`src/emsr_defines.svh`:
```
// register offsets, field positions, codes and reset values
`ifndef EMSR_DEFINES_SVH
`define EMSR_DEFINES_SVH

// ************************************
// register byte offsets
// ************************************
`define EMSR_OFF_STATUS  8'h00
`define EMSR_OFF_MISC_LO 8'h08
`define EMSR_OFF_MISC_HI 8'h0C
`define EMSR_OFF_ADDR_LO 8'h10
`define EMSR_OFF_ADDR_HI 8'h14
`define EMSR_OFF_CTRL    8'h18

// ************************************
// status register fields
// ************************************
`define EMSR_ST_VALID    30
`define EMSR_ST_REC_OVF  27
`define EMSR_ST_MISC_VAL 26
`define EMSR_ST_SYN_HI   15
`define EMSR_ST_SYN_LO   8
`define EMSR_ST_PRI_HI   7
`define EMSR_ST_PRI_LO   0

// ************************************
// miscellaneous and address register fields
// ************************************
`define EMSR_MISC_ROUND  41
`define EMSR_MISC_OVF    40
`define EMSR_MISC_CNT_HI 39
`define EMSR_MISC_CNT_LO 32
`define EMSR_ADDR_NS     63

// ************************************
// control register fields
// ************************************
`define EMSR_CTRL_CF_IRQ_EN 0

// ************************************
// reset values and counter maximum
// ************************************
`define EMSR_RST_COUNT 8'h00
`define EMSR_RST_CODE  8'h00
`define EMSR_RST_WORD  32'h0000_0000
`define EMSR_CNT_MAX   8'hFF

// ************************************
// syndrome codes
// ************************************
`define EMSR_SYN_ILLEGAL_PORT_ACCESS      8'h00
`define EMSR_SYN_UNIT_POWERED_DOWN_ACCESS 8'h01
`define EMSR_SYN_POWER_DOWN_REJECTED      8'h02
`define EMSR_SYN_PROPERTY_BASE_REJECTED   8'h04
`define EMSR_SYN_PENDING_BASE_REJECTED    8'h05
`define EMSR_SYN_WAKE_CHANGE_ABANDONED    8'h07
`define EMSR_SYN_SLEEP_REQUEST_FAILED     8'h08
`define EMSR_SYN_SLEEP_WITH_GROUPS_EN     8'h09
`define EMSR_SYN_SOFT_IRQ_NO_TARGET       8'h10
`define EMSR_SYN_SOFT_IRQ_CORRUPTED       8'h11
`define EMSR_SYN_PERCORE_SPACE_CORRUPTED  8'h12
`define EMSR_SYN_DIST_SPACE_CORRUPTED     8'h13
`define EMSR_SYN_TRANSLATOR_POWERED_OFF   8'h14
`define EMSR_SYN_SHARED_IRQ_BLOCK_MISSING 8'h18
`define EMSR_SYN_SHARED_IRQ_OUT_OF_RANGE  8'h19
`define EMSR_SYN_SHARED_IRQ_NO_TARGET     8'h1A

// ************************************
// primary error codes
// ************************************
`define EMSR_PRI_CORRUPT 8'h06
`define EMSR_PRI_ILLEGAL 8'h0E
`define EMSR_PRI_BADSTAT 8'h0F

`endif

```
`src/emsr_pkg.sv`:
```
// types shared by the error record bank
package emsr_pkg;
  typedef logic [7:0]  emsr_code_t;
  typedef logic [31:0] emsr_word_t;
  typedef logic [7:0]  emsr_addr_t;
  typedef logic [8:0]  emsr_core_t;
  typedef logic [51:0] emsr_paddr_t;
endpackage

```
`src/emsr_record.sv`:
```
// software error record 0: status, miscellaneous and address registers
`timescale 1ns/100ps
`include "emsr_defines.svh"

// Functional notes
// RULE_01: bit 41 flags that the error count under-reports.
// RULE_02: bit 40 is a sticky counter overflow flag.
// RULE_03: overflow with corrected-fault interrupt enabled raises the fault line.
// RULE_04: count increments per corrected error and per differing-syndrome error.
// RULE_05: the error count field is present in this record.
// RULE_06: bits 31:0 hold error data chosen by record and syndrome.
// RULE_07: data word packs from bit 0; unused bits read zero.
// RULE_08: illegal port access packs read flag, sparse, size, length.
// RULE_09: powered-down unit access packs unit 24:16 and core 8:0.
// RULE_10: rejected power down packs unit and core like the above.
// RULE_11: rejected property or pending base change packs core 8:0.
// RULE_12: abandoned wake control change packs core 8:0.
// RULE_13: failed controller sleep request packs the offending core.
// RULE_14: core asleep with groups enabled packs that core.
// RULE_15: soft interrupt with no target packs sending core, code 0xE.
// RULE_16: corrupted soft interrupt packs the core number.
// RULE_17: corrupted register reads fill the address register, code 0x6.
// RULE_18: read from powered-off translator fills the address register.
// RULE_19: missing shared interrupt block packs block number 4:0.
// RULE_20: out-of-range shared interrupt set or clear packs id 9:0.
// RULE_21: shared interrupt without legal target packs id 9:0.
// RULE_22: status bits 15:8 hold the syndrome that selects the encoding.
// RULE_23: count wraps to zero and sets overflow at the same moment.
module emsr_record (
  input  wire logic                 clk_i,
  input  wire logic                 rst_i,
  input  wire emsr_pkg::emsr_addr_t reg_addr_i,
  input  wire emsr_pkg::emsr_word_t reg_wdata_i,
  input  wire logic                 reg_wr_i,
  input  wire logic                 reg_rd_i,
  output emsr_pkg::emsr_word_t      reg_rdata_o,
  input  wire logic                 ce_i,
  input  wire logic                 err_valid_i,
  input  wire emsr_pkg::emsr_code_t err_syndrome_i,
  input  wire emsr_pkg::emsr_core_t err_core_i,
  input  wire emsr_pkg::emsr_core_t err_unit_i,
  input  wire logic                 err_rnw_i,
  input  wire logic                 err_sparse_i,
  input  wire logic [2:0]           err_size_i,
  input  wire logic [7:0]           err_len_i,
  input  wire logic [4:0]           err_block_i,
  input  wire logic [9:0]           err_irq_id_i,
  input  wire emsr_pkg::emsr_paddr_t err_paddr_i,
  input  wire logic                 err_ns_i,
  output logic                      fault_irq_o,
  output logic                      record_valid_o
);
  import emsr_pkg::*;

  // ************************************
  // state
  // ************************************
  logic        valid;
  logic        rec_ovf;
  emsr_code_t  syndrome;
  emsr_code_t  primary;
  emsr_word_t  misc_data;
  emsr_code_t  count;
  logic        cnt_ovf;
  logic        round_err;
  emsr_paddr_t paddr;
  logic        addr_ns;
  logic        cf_irq_en;

  emsr_word_t  enc_data;
  emsr_code_t  enc_primary;
  logic        enc_addr_used;

  logic        wr_status;
  logic        wr_misc_hi;
  logic        wr_ctrl;
  logic        capture;
  logic        inc_ue;
  logic        inc_any;
  emsr_code_t  base_count;
  emsr_code_t  next_count;
  logic        wrap;
  logic [63:0] misc_word;
  logic [63:0] addr_word;
  emsr_word_t  status_word;
  emsr_word_t  next_rdata;

  // ************************************
  // data word encoder
  // ************************************
  emsr_data_encoder u_encoder (
    .syndrome_i  (err_syndrome_i),
    .core_i      (err_core_i),
    .unit_i      (err_unit_i),
    .rnw_i       (err_rnw_i),
    .sparse_i    (err_sparse_i),
    .size_i      (err_size_i),
    .len_i       (err_len_i),
    .block_i     (err_block_i),
    .irq_id_i    (err_irq_id_i),
    .data_o      (enc_data),
    .primary_o   (enc_primary),
    .addr_used_o (enc_addr_used)
  );

  // ************************************
  // write decode
  // ************************************
  always_comb begin
    wr_status  = 1'b0;
    wr_misc_hi = 1'b0;
    wr_ctrl    = 1'b0;
    if (reg_wr_i && reg_addr_i == `EMSR_OFF_STATUS) begin
      wr_status = 1'b1;
    end else if (reg_wr_i && reg_addr_i == `EMSR_OFF_MISC_HI) begin
      wr_misc_hi = 1'b1;
    end else if (reg_wr_i && reg_addr_i == `EMSR_OFF_CTRL) begin
      wr_ctrl = 1'b1;
    end
  end

  // ************************************
  // event qualification
  // ************************************
  assign capture = err_valid_i && !valid;
  // a repeat of the recorded syndrome is not counted again
  assign inc_ue  = err_valid_i && valid && (err_syndrome_i != syndrome); // RULE_04
  assign inc_any = ce_i || inc_ue; // RULE_04

  // ************************************
  // error counter
  // ************************************
  always_comb begin
    base_count = wr_misc_hi ? reg_wdata_i[7:0] : count;
    wrap       = inc_any && (base_count == `EMSR_CNT_MAX); // RULE_23
    next_count = inc_any ? base_count + 8'h01 : base_count; // RULE_23
  end

  always_ff @(posedge clk_i or posedge rst_i) begin
    if (rst_i) begin
      count <= `EMSR_RST_COUNT;
    end else begin
      count <= next_count; // RULE_05
    end
  end

  // overflow is cleared only by writing one; a new wrap wins
  always_ff @(posedge clk_i or posedge rst_i) begin
    if (rst_i) begin
      cnt_ovf <= 1'b0;
    end else begin
      cnt_ovf <= (cnt_ovf && !(wr_misc_hi && reg_wdata_i[8])) || wrap; // RULE_02
    end
  end

  // two counted events in one cycle add only one
  always_ff @(posedge clk_i or posedge rst_i) begin
    if (rst_i) begin
      round_err <= 1'b0;
    end else begin
      round_err <= (round_err && !(wr_misc_hi && reg_wdata_i[9]))
                   || (ce_i && inc_ue); // RULE_01
    end
  end

  // ************************************
  // fault interrupt
  // ************************************
  always_ff @(posedge clk_i or posedge rst_i) begin
    if (rst_i) begin
      cf_irq_en <= 1'b0;
    end else if (wr_ctrl) begin
      cf_irq_en <= reg_wdata_i[`EMSR_CTRL_CF_IRQ_EN];
    end
  end

  always_ff @(posedge clk_i or posedge rst_i) begin
    if (rst_i) begin
      fault_irq_o <= 1'b0;
    end else begin
      fault_irq_o <= cnt_ovf && cf_irq_en; // RULE_03
    end
  end

  // ************************************
  // status: valid and record overflow
  // ************************************
  // a new capture wins over a software clear in the same cycle
  always_ff @(posedge clk_i or posedge rst_i) begin
    if (rst_i) begin
      valid <= 1'b0;
    end else begin
      valid <= (valid && !(wr_status && reg_wdata_i[`EMSR_ST_VALID]))
               || capture;
    end
  end

  always_ff @(posedge clk_i or posedge rst_i) begin
    if (rst_i) begin
      rec_ovf <= 1'b0;
    end else begin
      rec_ovf <= (rec_ovf && !(wr_status && reg_wdata_i[`EMSR_ST_REC_OVF]))
                 || (err_valid_i && valid);
    end
  end

  always_ff @(posedge clk_i or posedge rst_i) begin
    if (rst_i) begin
      record_valid_o <= 1'b0;
    end else begin
      record_valid_o <= (valid && !(wr_status && reg_wdata_i[`EMSR_ST_VALID]))
                        || capture;
    end
  end

  // ************************************
  // status: syndrome and primary code
  // ************************************
  always_ff @(posedge clk_i or posedge rst_i) begin
    if (rst_i) begin
      syndrome <= `EMSR_RST_CODE;
      primary  <= `EMSR_RST_CODE;
    end else if (capture) begin
      syndrome <= err_syndrome_i; // RULE_22
      primary  <= enc_primary;
    end else if (wr_status) begin
      syndrome <= reg_wdata_i[`EMSR_ST_SYN_HI:`EMSR_ST_SYN_LO];
      primary  <= reg_wdata_i[`EMSR_ST_PRI_HI:`EMSR_ST_PRI_LO];
    end
  end

  // ************************************
  // error data word and address
  // ************************************
  always_ff @(posedge clk_i or posedge rst_i) begin
    if (rst_i) begin
      misc_data <= `EMSR_RST_WORD;
    end else if (capture) begin
      misc_data <= enc_data; // RULE_06
    end
  end

  // only the address-carrying syndromes fill it; others leave zero
  always_ff @(posedge clk_i or posedge rst_i) begin
    if (rst_i) begin
      paddr   <= '0;
      addr_ns <= 1'b0;
    end else if (capture) begin
      paddr   <= enc_addr_used ? err_paddr_i : '0; // RULE_17 RULE_18
      addr_ns <= enc_addr_used && err_ns_i;
    end
  end

  // ************************************
  // read path
  // ************************************
  always_comb begin
    misc_word = 64'h0;
    misc_word[31:0] = misc_data;
    misc_word[`EMSR_MISC_CNT_HI:`EMSR_MISC_CNT_LO] = count;
    misc_word[`EMSR_MISC_OVF] = cnt_ovf;
    misc_word[`EMSR_MISC_ROUND] = round_err;
    addr_word = 64'h0;
    addr_word[51:0] = paddr;
    addr_word[`EMSR_ADDR_NS] = addr_ns;
    status_word = 32'h0;
    status_word[`EMSR_ST_VALID]    = valid;
    status_word[`EMSR_ST_REC_OVF]  = rec_ovf;
    status_word[`EMSR_ST_MISC_VAL] = valid;
    status_word[`EMSR_ST_SYN_HI:`EMSR_ST_SYN_LO] = syndrome;
    status_word[`EMSR_ST_PRI_HI:`EMSR_ST_PRI_LO] = primary;
  end

  always_comb begin
    next_rdata = 32'h0;
    if (reg_addr_i == `EMSR_OFF_STATUS) begin
      next_rdata = status_word;
    end else if (reg_addr_i == `EMSR_OFF_MISC_LO) begin
      next_rdata = misc_word[31:0];
    end else if (reg_addr_i == `EMSR_OFF_MISC_HI) begin
      next_rdata = misc_word[63:32];
    end else if (reg_addr_i == `EMSR_OFF_ADDR_LO) begin
      next_rdata = addr_word[31:0];
    end else if (reg_addr_i == `EMSR_OFF_ADDR_HI) begin
      next_rdata = addr_word[63:32];
    end else if (reg_addr_i == `EMSR_OFF_CTRL) begin
      next_rdata = {31'h0, cf_irq_en};
    end
  end

  // read data stand only in the cycle after the strobe
  always_ff @(posedge clk_i or posedge rst_i) begin
    if (rst_i) begin
      reg_rdata_o <= 32'h0;
    end else begin
      reg_rdata_o <= reg_rd_i ? next_rdata : 32'h0;
    end
  end

  // ************************************
  // checks
  // ************************************
  AST_OVF_STICKY: assert property ( // RULE_02
    @(posedge clk_i) disable iff (rst_i)
    cnt_ovf && !(wr_misc_hi && reg_wdata_i[8]) |=> cnt_ovf
  ) else $error("overflow flag dropped without a clear");

  AST_WRAP: assert property ( // RULE_23
    @(posedge clk_i) disable iff (rst_i)
    inc_any && !wr_misc_hi && count == 8'hFF |=> count == 8'h00 && cnt_ovf
  ) else $error("counter did not wrap with overflow");

  AST_INC: assert property ( // RULE_04
    @(posedge clk_i) disable iff (rst_i)
    inc_any && !wr_misc_hi |=> count == $past(count) + 8'h01
  ) else $error("counter missed an increment");

  AST_HOLD: assert property ( // RULE_05
    @(posedge clk_i) disable iff (rst_i)
    !inc_any && !wr_misc_hi |=> $stable(count)
  ) else $error("counter moved without a cause");

  AST_ROUND: assert property ( // RULE_01
    @(posedge clk_i) disable iff (rst_i)
    ce_i && inc_ue |=> round_err
  ) else $error("lost increment not flagged");

  AST_IRQ: assert property ( // RULE_03
    @(posedge clk_i) disable iff (rst_i)
    wrap && cf_irq_en && !wr_ctrl |-> ##2 fault_irq_o
  ) else $error("fault interrupt not raised on overflow");

  AST_SYNDROME: assert property ( // RULE_22
    @(posedge clk_i) disable iff (rst_i)
    capture |=> syndrome == $past(err_syndrome_i) && valid
  ) else $error("syndrome not captured");

  AST_PORT_PACK: assert property ( // RULE_08
    @(posedge clk_i) disable iff (rst_i)
    capture && err_syndrome_i == 8'h00 |=>
      misc_data == {19'h0, $past(err_rnw_i), $past(err_sparse_i),
                    $past(err_size_i), $past(err_len_i)}
  ) else $error("illegal access word mispacked");

  AST_CORE_PACK: assert property ( // RULE_09
    @(posedge clk_i) disable iff (rst_i)
    capture && err_syndrome_i == 8'h01 |=>
      misc_data == {7'h0, $past(err_unit_i), 7'h0, $past(err_core_i)}
          && primary == 8'h0F
  ) else $error("powered-down access word mispacked");

  AST_ADDR: assert property ( // RULE_17
    @(posedge clk_i) disable iff (rst_i)
    capture && err_syndrome_i == 8'h12 |=>
      paddr == $past(err_paddr_i) && misc_data == 32'h0 && primary == 8'h06
  ) else $error("corrupted read address not recorded");

  AST_ID_PACK: assert property ( // RULE_20
    @(posedge clk_i) disable iff (rst_i)
    capture && err_syndrome_i == 8'h19 |=>
      misc_data == {22'h0, $past(err_irq_id_i)}
  ) else $error("interrupt id mispacked");

  AST_MISC_READ: assert property ( // RULE_06
    @(posedge clk_i) disable iff (rst_i)
    reg_rd_i && reg_addr_i == `EMSR_OFF_MISC_LO |=>
      reg_rdata_o == $past(misc_data)
  ) else $error("data word read back wrong");

endmodule

```
`src/emsr_data_encoder.sv`:
```
// packs the error-information word and primary code for a syndrome
`timescale 1ns/100ps
`include "emsr_defines.svh"
module emsr_data_encoder (
  input  wire emsr_pkg::emsr_code_t syndrome_i,
  input  wire emsr_pkg::emsr_core_t core_i,
  input  wire emsr_pkg::emsr_core_t unit_i,
  input  wire logic                 rnw_i,
  input  wire logic                 sparse_i,
  input  wire logic [2:0]           size_i,
  input  wire logic [7:0]           len_i,
  input  wire logic [4:0]           block_i,
  input  wire logic [9:0]           irq_id_i,
  output emsr_pkg::emsr_word_t      data_o,
  output emsr_pkg::emsr_code_t      primary_o,
  output logic                      addr_used_o
);
  import emsr_pkg::*;

  always_comb begin
    data_o      = `EMSR_RST_WORD; // RULE_07
    primary_o   = `EMSR_PRI_BADSTAT;
    addr_used_o = 1'b0;
    case (syndrome_i)
      `EMSR_SYN_ILLEGAL_PORT_ACCESS: begin
        data_o      = {19'h0, rnw_i, sparse_i, size_i, len_i}; // RULE_08
        primary_o   = `EMSR_PRI_ILLEGAL;
        addr_used_o = 1'b1;
      end
      `EMSR_SYN_UNIT_POWERED_DOWN_ACCESS,
      `EMSR_SYN_POWER_DOWN_REJECTED: begin
        data_o = {7'h0, unit_i, 7'h0, core_i}; // RULE_09 RULE_10
      end
      `EMSR_SYN_PROPERTY_BASE_REJECTED,
      `EMSR_SYN_PENDING_BASE_REJECTED: begin
        data_o = {23'h0, core_i}; // RULE_11
      end
      `EMSR_SYN_WAKE_CHANGE_ABANDONED: begin
        data_o = {23'h0, core_i}; // RULE_12
      end
      `EMSR_SYN_SLEEP_REQUEST_FAILED: begin
        data_o = {23'h0, core_i}; // RULE_13
      end
      `EMSR_SYN_SLEEP_WITH_GROUPS_EN: begin
        data_o = {23'h0, core_i}; // RULE_14
      end
      `EMSR_SYN_SOFT_IRQ_NO_TARGET: begin
        data_o    = {23'h0, core_i}; // RULE_15
        primary_o = `EMSR_PRI_ILLEGAL;
      end
      `EMSR_SYN_SOFT_IRQ_CORRUPTED: begin
        data_o    = {23'h0, core_i}; // RULE_16
        primary_o = `EMSR_PRI_CORRUPT;
      end
      `EMSR_SYN_PERCORE_SPACE_CORRUPTED,
      `EMSR_SYN_DIST_SPACE_CORRUPTED: begin
        primary_o   = `EMSR_PRI_CORRUPT; // RULE_17
        addr_used_o = 1'b1;
      end
      `EMSR_SYN_TRANSLATOR_POWERED_OFF: begin
        addr_used_o = 1'b1; // RULE_18
      end
      `EMSR_SYN_SHARED_IRQ_BLOCK_MISSING: begin
        data_o    = {27'h0, block_i}; // RULE_19
        primary_o = `EMSR_PRI_ILLEGAL;
      end
      `EMSR_SYN_SHARED_IRQ_OUT_OF_RANGE: begin
        data_o    = {22'h0, irq_id_i}; // RULE_20
        primary_o = `EMSR_PRI_ILLEGAL;
      end
      `EMSR_SYN_SHARED_IRQ_NO_TARGET: begin
        data_o = {22'h0, irq_id_i}; // RULE_21
      end
      default: begin
        data_o = `EMSR_RST_WORD;
      end
    endcase
  end
endmodule

```
`config.mk`:
```
export PLATFORM = sky130hd
export DESIGN_NAME = emsr_record
export DESIGN_NICKNAME = d
export VERILOG_FILES = /design/src/emsr_pkg.sv /design/src/emsr_record.sv /design/src/emsr_data_encoder.sv
export VERILOG_INCLUDE_DIRS = /design/src /design/src/src
export SDC_FILE = /design/constraint.sdc
export NUM_CORES = 1
export LEC_CHECK = 0
export BUFFER_PORTS_ARGS = -buffer_cell sky130_fd_sc_hd__buf_2
export CORE_ASPECT_RATIO = 2
export CORE_MARGIN = 2
export CORE_UTILIZATION = 30
export CTS_CLUSTER_SIZE = 40
export DETAILED_ROUTE_END_ITERATION = 16
export PLACE_DENSITY = 0.6
export SYNTH_ARGS = -nofsm -noshare
export SYNTH_HDL_FRONTEND = slang
export SYNTH_HIERARCHICAL = 1
export SYNTH_SLANG_ARGS = --single-unit
```
`constraint.sdc`:
```
create_clock -name clk_i -period 4.8 [get_ports clk_i]
set_clock_uncertainty 0.15 [all_clocks]
set_input_delay 0.24 -clock clk_i [delete_from_list [all_inputs] [get_ports clk_i]]
set_output_delay 0.24 -clock clk_i [all_outputs]
set_load 0.005 [all_outputs]
```
==> results.cfg <==
[worst_setup_path]
arrival_ns = 2.53
cpMaxStageDelayCell = dlygate4sd3_1
cp_top_family = simple AND/OR/NAND/NOR gates
crit_buf_inv = 2
cp_slowest_stage_delay_ns = 0.54
path_cells = buf_2 > nor2_1 > nand3_2 > nor2_1 > nand3_1 > a22o_1 > dlygate4sd3_1
crit_path_start_kind = input pin
crit_path_frequent_cell = nor2_1
path_class = in -> reg
critical_path_required_ns = 4.96
path_max_fanout = 18
critPathCaptureType = register

[route]
wl_per_cell_microns = 16.4
firstDrtPassIters = 6
totalWireLength_microns = 23100
vias = 6681
ant_nets = 0
via_per_inst = 4.73
drt_iter0_markers = 437
drcViolationCount = 0

[finish]
nFillCells = 2400
final_cell_area_sq_um = 9960
final_cells = 1411
layout-drive-gt1-share_pct = 22.4
final_nets = 1219
area_growth_pct = 34.2
post-route-util_pct = 40.8

[synth]
async_reset_ff_share_pct = 100
yosysMostFrequentCell = nand2_1
netlist_instances = 828
synth_top_area_share_pct = 49.6
syn_avg_cell_area_sq_um = 8.97
synth-seq-area-share_pct = 49.6
ys_top_cells_by_area = dfrtp_1 (50%), nand2_1 (11%), mux2i_1 (5.5%), nand3_1 (4.0%), o21ai_0 (3.2%)
synthesis.area_sq_um = 7420
ys_types = 57
yosys-top-cells-count = nand2_1 (214), dfrtp_1 (147), nand3_1 (60), o21ai_0 (48)
synth_top_area_cell = dfrtp_1
yosys_register_bits = 147
synth-edff-count = 0
yosysWarnings = 6
yosys_most_used_dff = dfrtp_1

[placed_design]
place_ws_ns = 1.98
port_buffers = 172
dpl-instance-area_sq_um = 8460
place_congestion = 0.885
dp_cells = 1283
dp_hpwl_microns = 16300

[grt]
gr-total-overflow = 0
grt_pass1_vias = 6624
grt_pass1_wl_microns = 35700
antenna_found_initial = 0
grt_util_all_layers_pct = 18.1
grt_max_degree = 113

[job]
drv_cap = 0

[sta]
finalHoldViolCount = 0
tightest_slew_ns = 0.824
finalCritPeriodShare_pct = 49.4
clock.fmax_mhz = 422
post-route-min-period_ns = 2.37
holdWs_ns = 0.0198
slew_viol_final = 0
rsz0062_at_grt = no
setup_viol = 0
setup_slack_ns = 2.43
fin_setup_tns_ns = 0
slew_headroom_pct = 45.1

[clock_network]
numCtsBuffers = 17
cts_tree = done
post_cts_resize_count = 0
htree_levels = 4
clk_latency_ns = 0.42
path_clk_slew_ns = 0.06
clkSinkCount = 147
clock_path_buffers = 2
cts-root-buf = clkbuf_16

[floorplan]
num_rows = 81
io_pins = 187
die-area_sq_um = 26100
dieHeight_microns = 226
core_sq_um = 24400
initial_core_util_pct = 30.4
die_x_microns = 115

[power_and_ir_drop]
cellLeakagePower_nw = 4.92
peakVddDrop_v = 0.000259
design_power_total_mw = 3.15
power_density_nw_per_um2 = 316

[hold_path]
hp-class = in -> reg

[run_status]
status = finished, final reports clean
tightest hold or removal path, cell delays in order:
cell and delay (ns):
buf_2 0.12, mux2i_1 0.07, o21ai_0 0.13
report_power, final:
part	internal [mW]	switching [mW]	total, mW	leakage (nW)
sequential	1.36	0.0946	1.46	1.98
clock	0.683	0.532	1.22	0.253
combinational	0.224	0.253	0.476	2.69
area by class of cell:
class	instances	area [sq um]	area share, %
Sequential cell	147	3680	36.9
Multi-Input combinational cell	610	3380	33.9
Timing Repair Buffer	276	1890	19.0
Clock buffer	19	453	4.55
Tap cell	332	415	4.17
Clock inverter	12	83.8	0.841
Inverter	14	57.6	0.578
Antenna cell	1	2.50	0.0251
what timing repair did:
action                                 CTS  global route
endpoints found under the hold margin  141             0
setup buffers                            0             0
hold buffers                            96             0
routing by layer:
layer,share of wire [%],up-vias,GRT usage (%)
met1,39,3161,19.9
met4,3.2,0,8.39
met2,54,205,33.1
met5,0,-,0
met3,3.9,38,3.23
li1,-,3277,-
placed cells by master (no fill, tap or decap), drive strengths merged, types with 4 or more instances in the layout:
| master | n |
|---|---|
| conb | 16 |
| nor2b | 9 |
| clkinv | 5 |
| a2bb2oi | 5 |
| nor3 | 6 |
| a221o | 9 |
| a22oi | 15 |
| o22ai | 6 |
| dfrtp | 147 |
| buf | 180 |
| a21oi | 49 |
| a211oi | 4 |
| dlygate4sd3 | 96 |
| mux2i | 41 |
| clkinvlp | 5 |
| nor2 | 46 |
| a222oi | 5 |
| nand2 | 214 |
| xor2 | 11 |
| nor4 | 5 |
| and2 | 21 |
| o21ai | 48 |
| nand3 | 61 |
| and3 | 4 |
| inv | 16 |
| clkbuf | 19 |
flip-flops by register name, summed over array words and instances (netlist names):
name            flops
addr_ns             1
cf_irq_en           1
cnt_ovf             1
count               8
fault_irq_o         1
misc_data          32
paddr              52
primary             8
rec_ovf             1
record_valid_o      1
reg_rdata_o        32
round_err           1
syndrome            8
path summary, 6_finish.rpt:
path,startpoint,to,slack (ns),cells past startpoint
hold reg to reg,paddr[20],paddr[20],0.32,2
setup / recovery,reg_addr_i[5],rec_ovf,2.43,7
hold / removal,reg_wdata_i[5],primary[5],0.02,3
setup reg to reg,syndrome[3],count[1],2.46,6
min in group asynchronous,rst_i,paddr[6],0.28,3
max in group asynchronous,rst_i,paddr[28],3.15,4
cell families (layout without fill, tap and decap cells):
group / count (synthesis) / after routing / share of synthesized area, %
AO/OA/AOI/OAI: 153 / 153 / 13.1
XOR/XNOR: 14 / 14 / 1.65
buffers and inverters: 85 / 321 / 5.98
flip-flops: 147 / 147 / 49.6
multiplexers: 43 / 43 / 5.83
other: 2 / 17 / 0.101
AND/OR/NAND/NOR: 384 / 384 / 23.8
No activity file was read; power rests on OpenSTA's default activity.
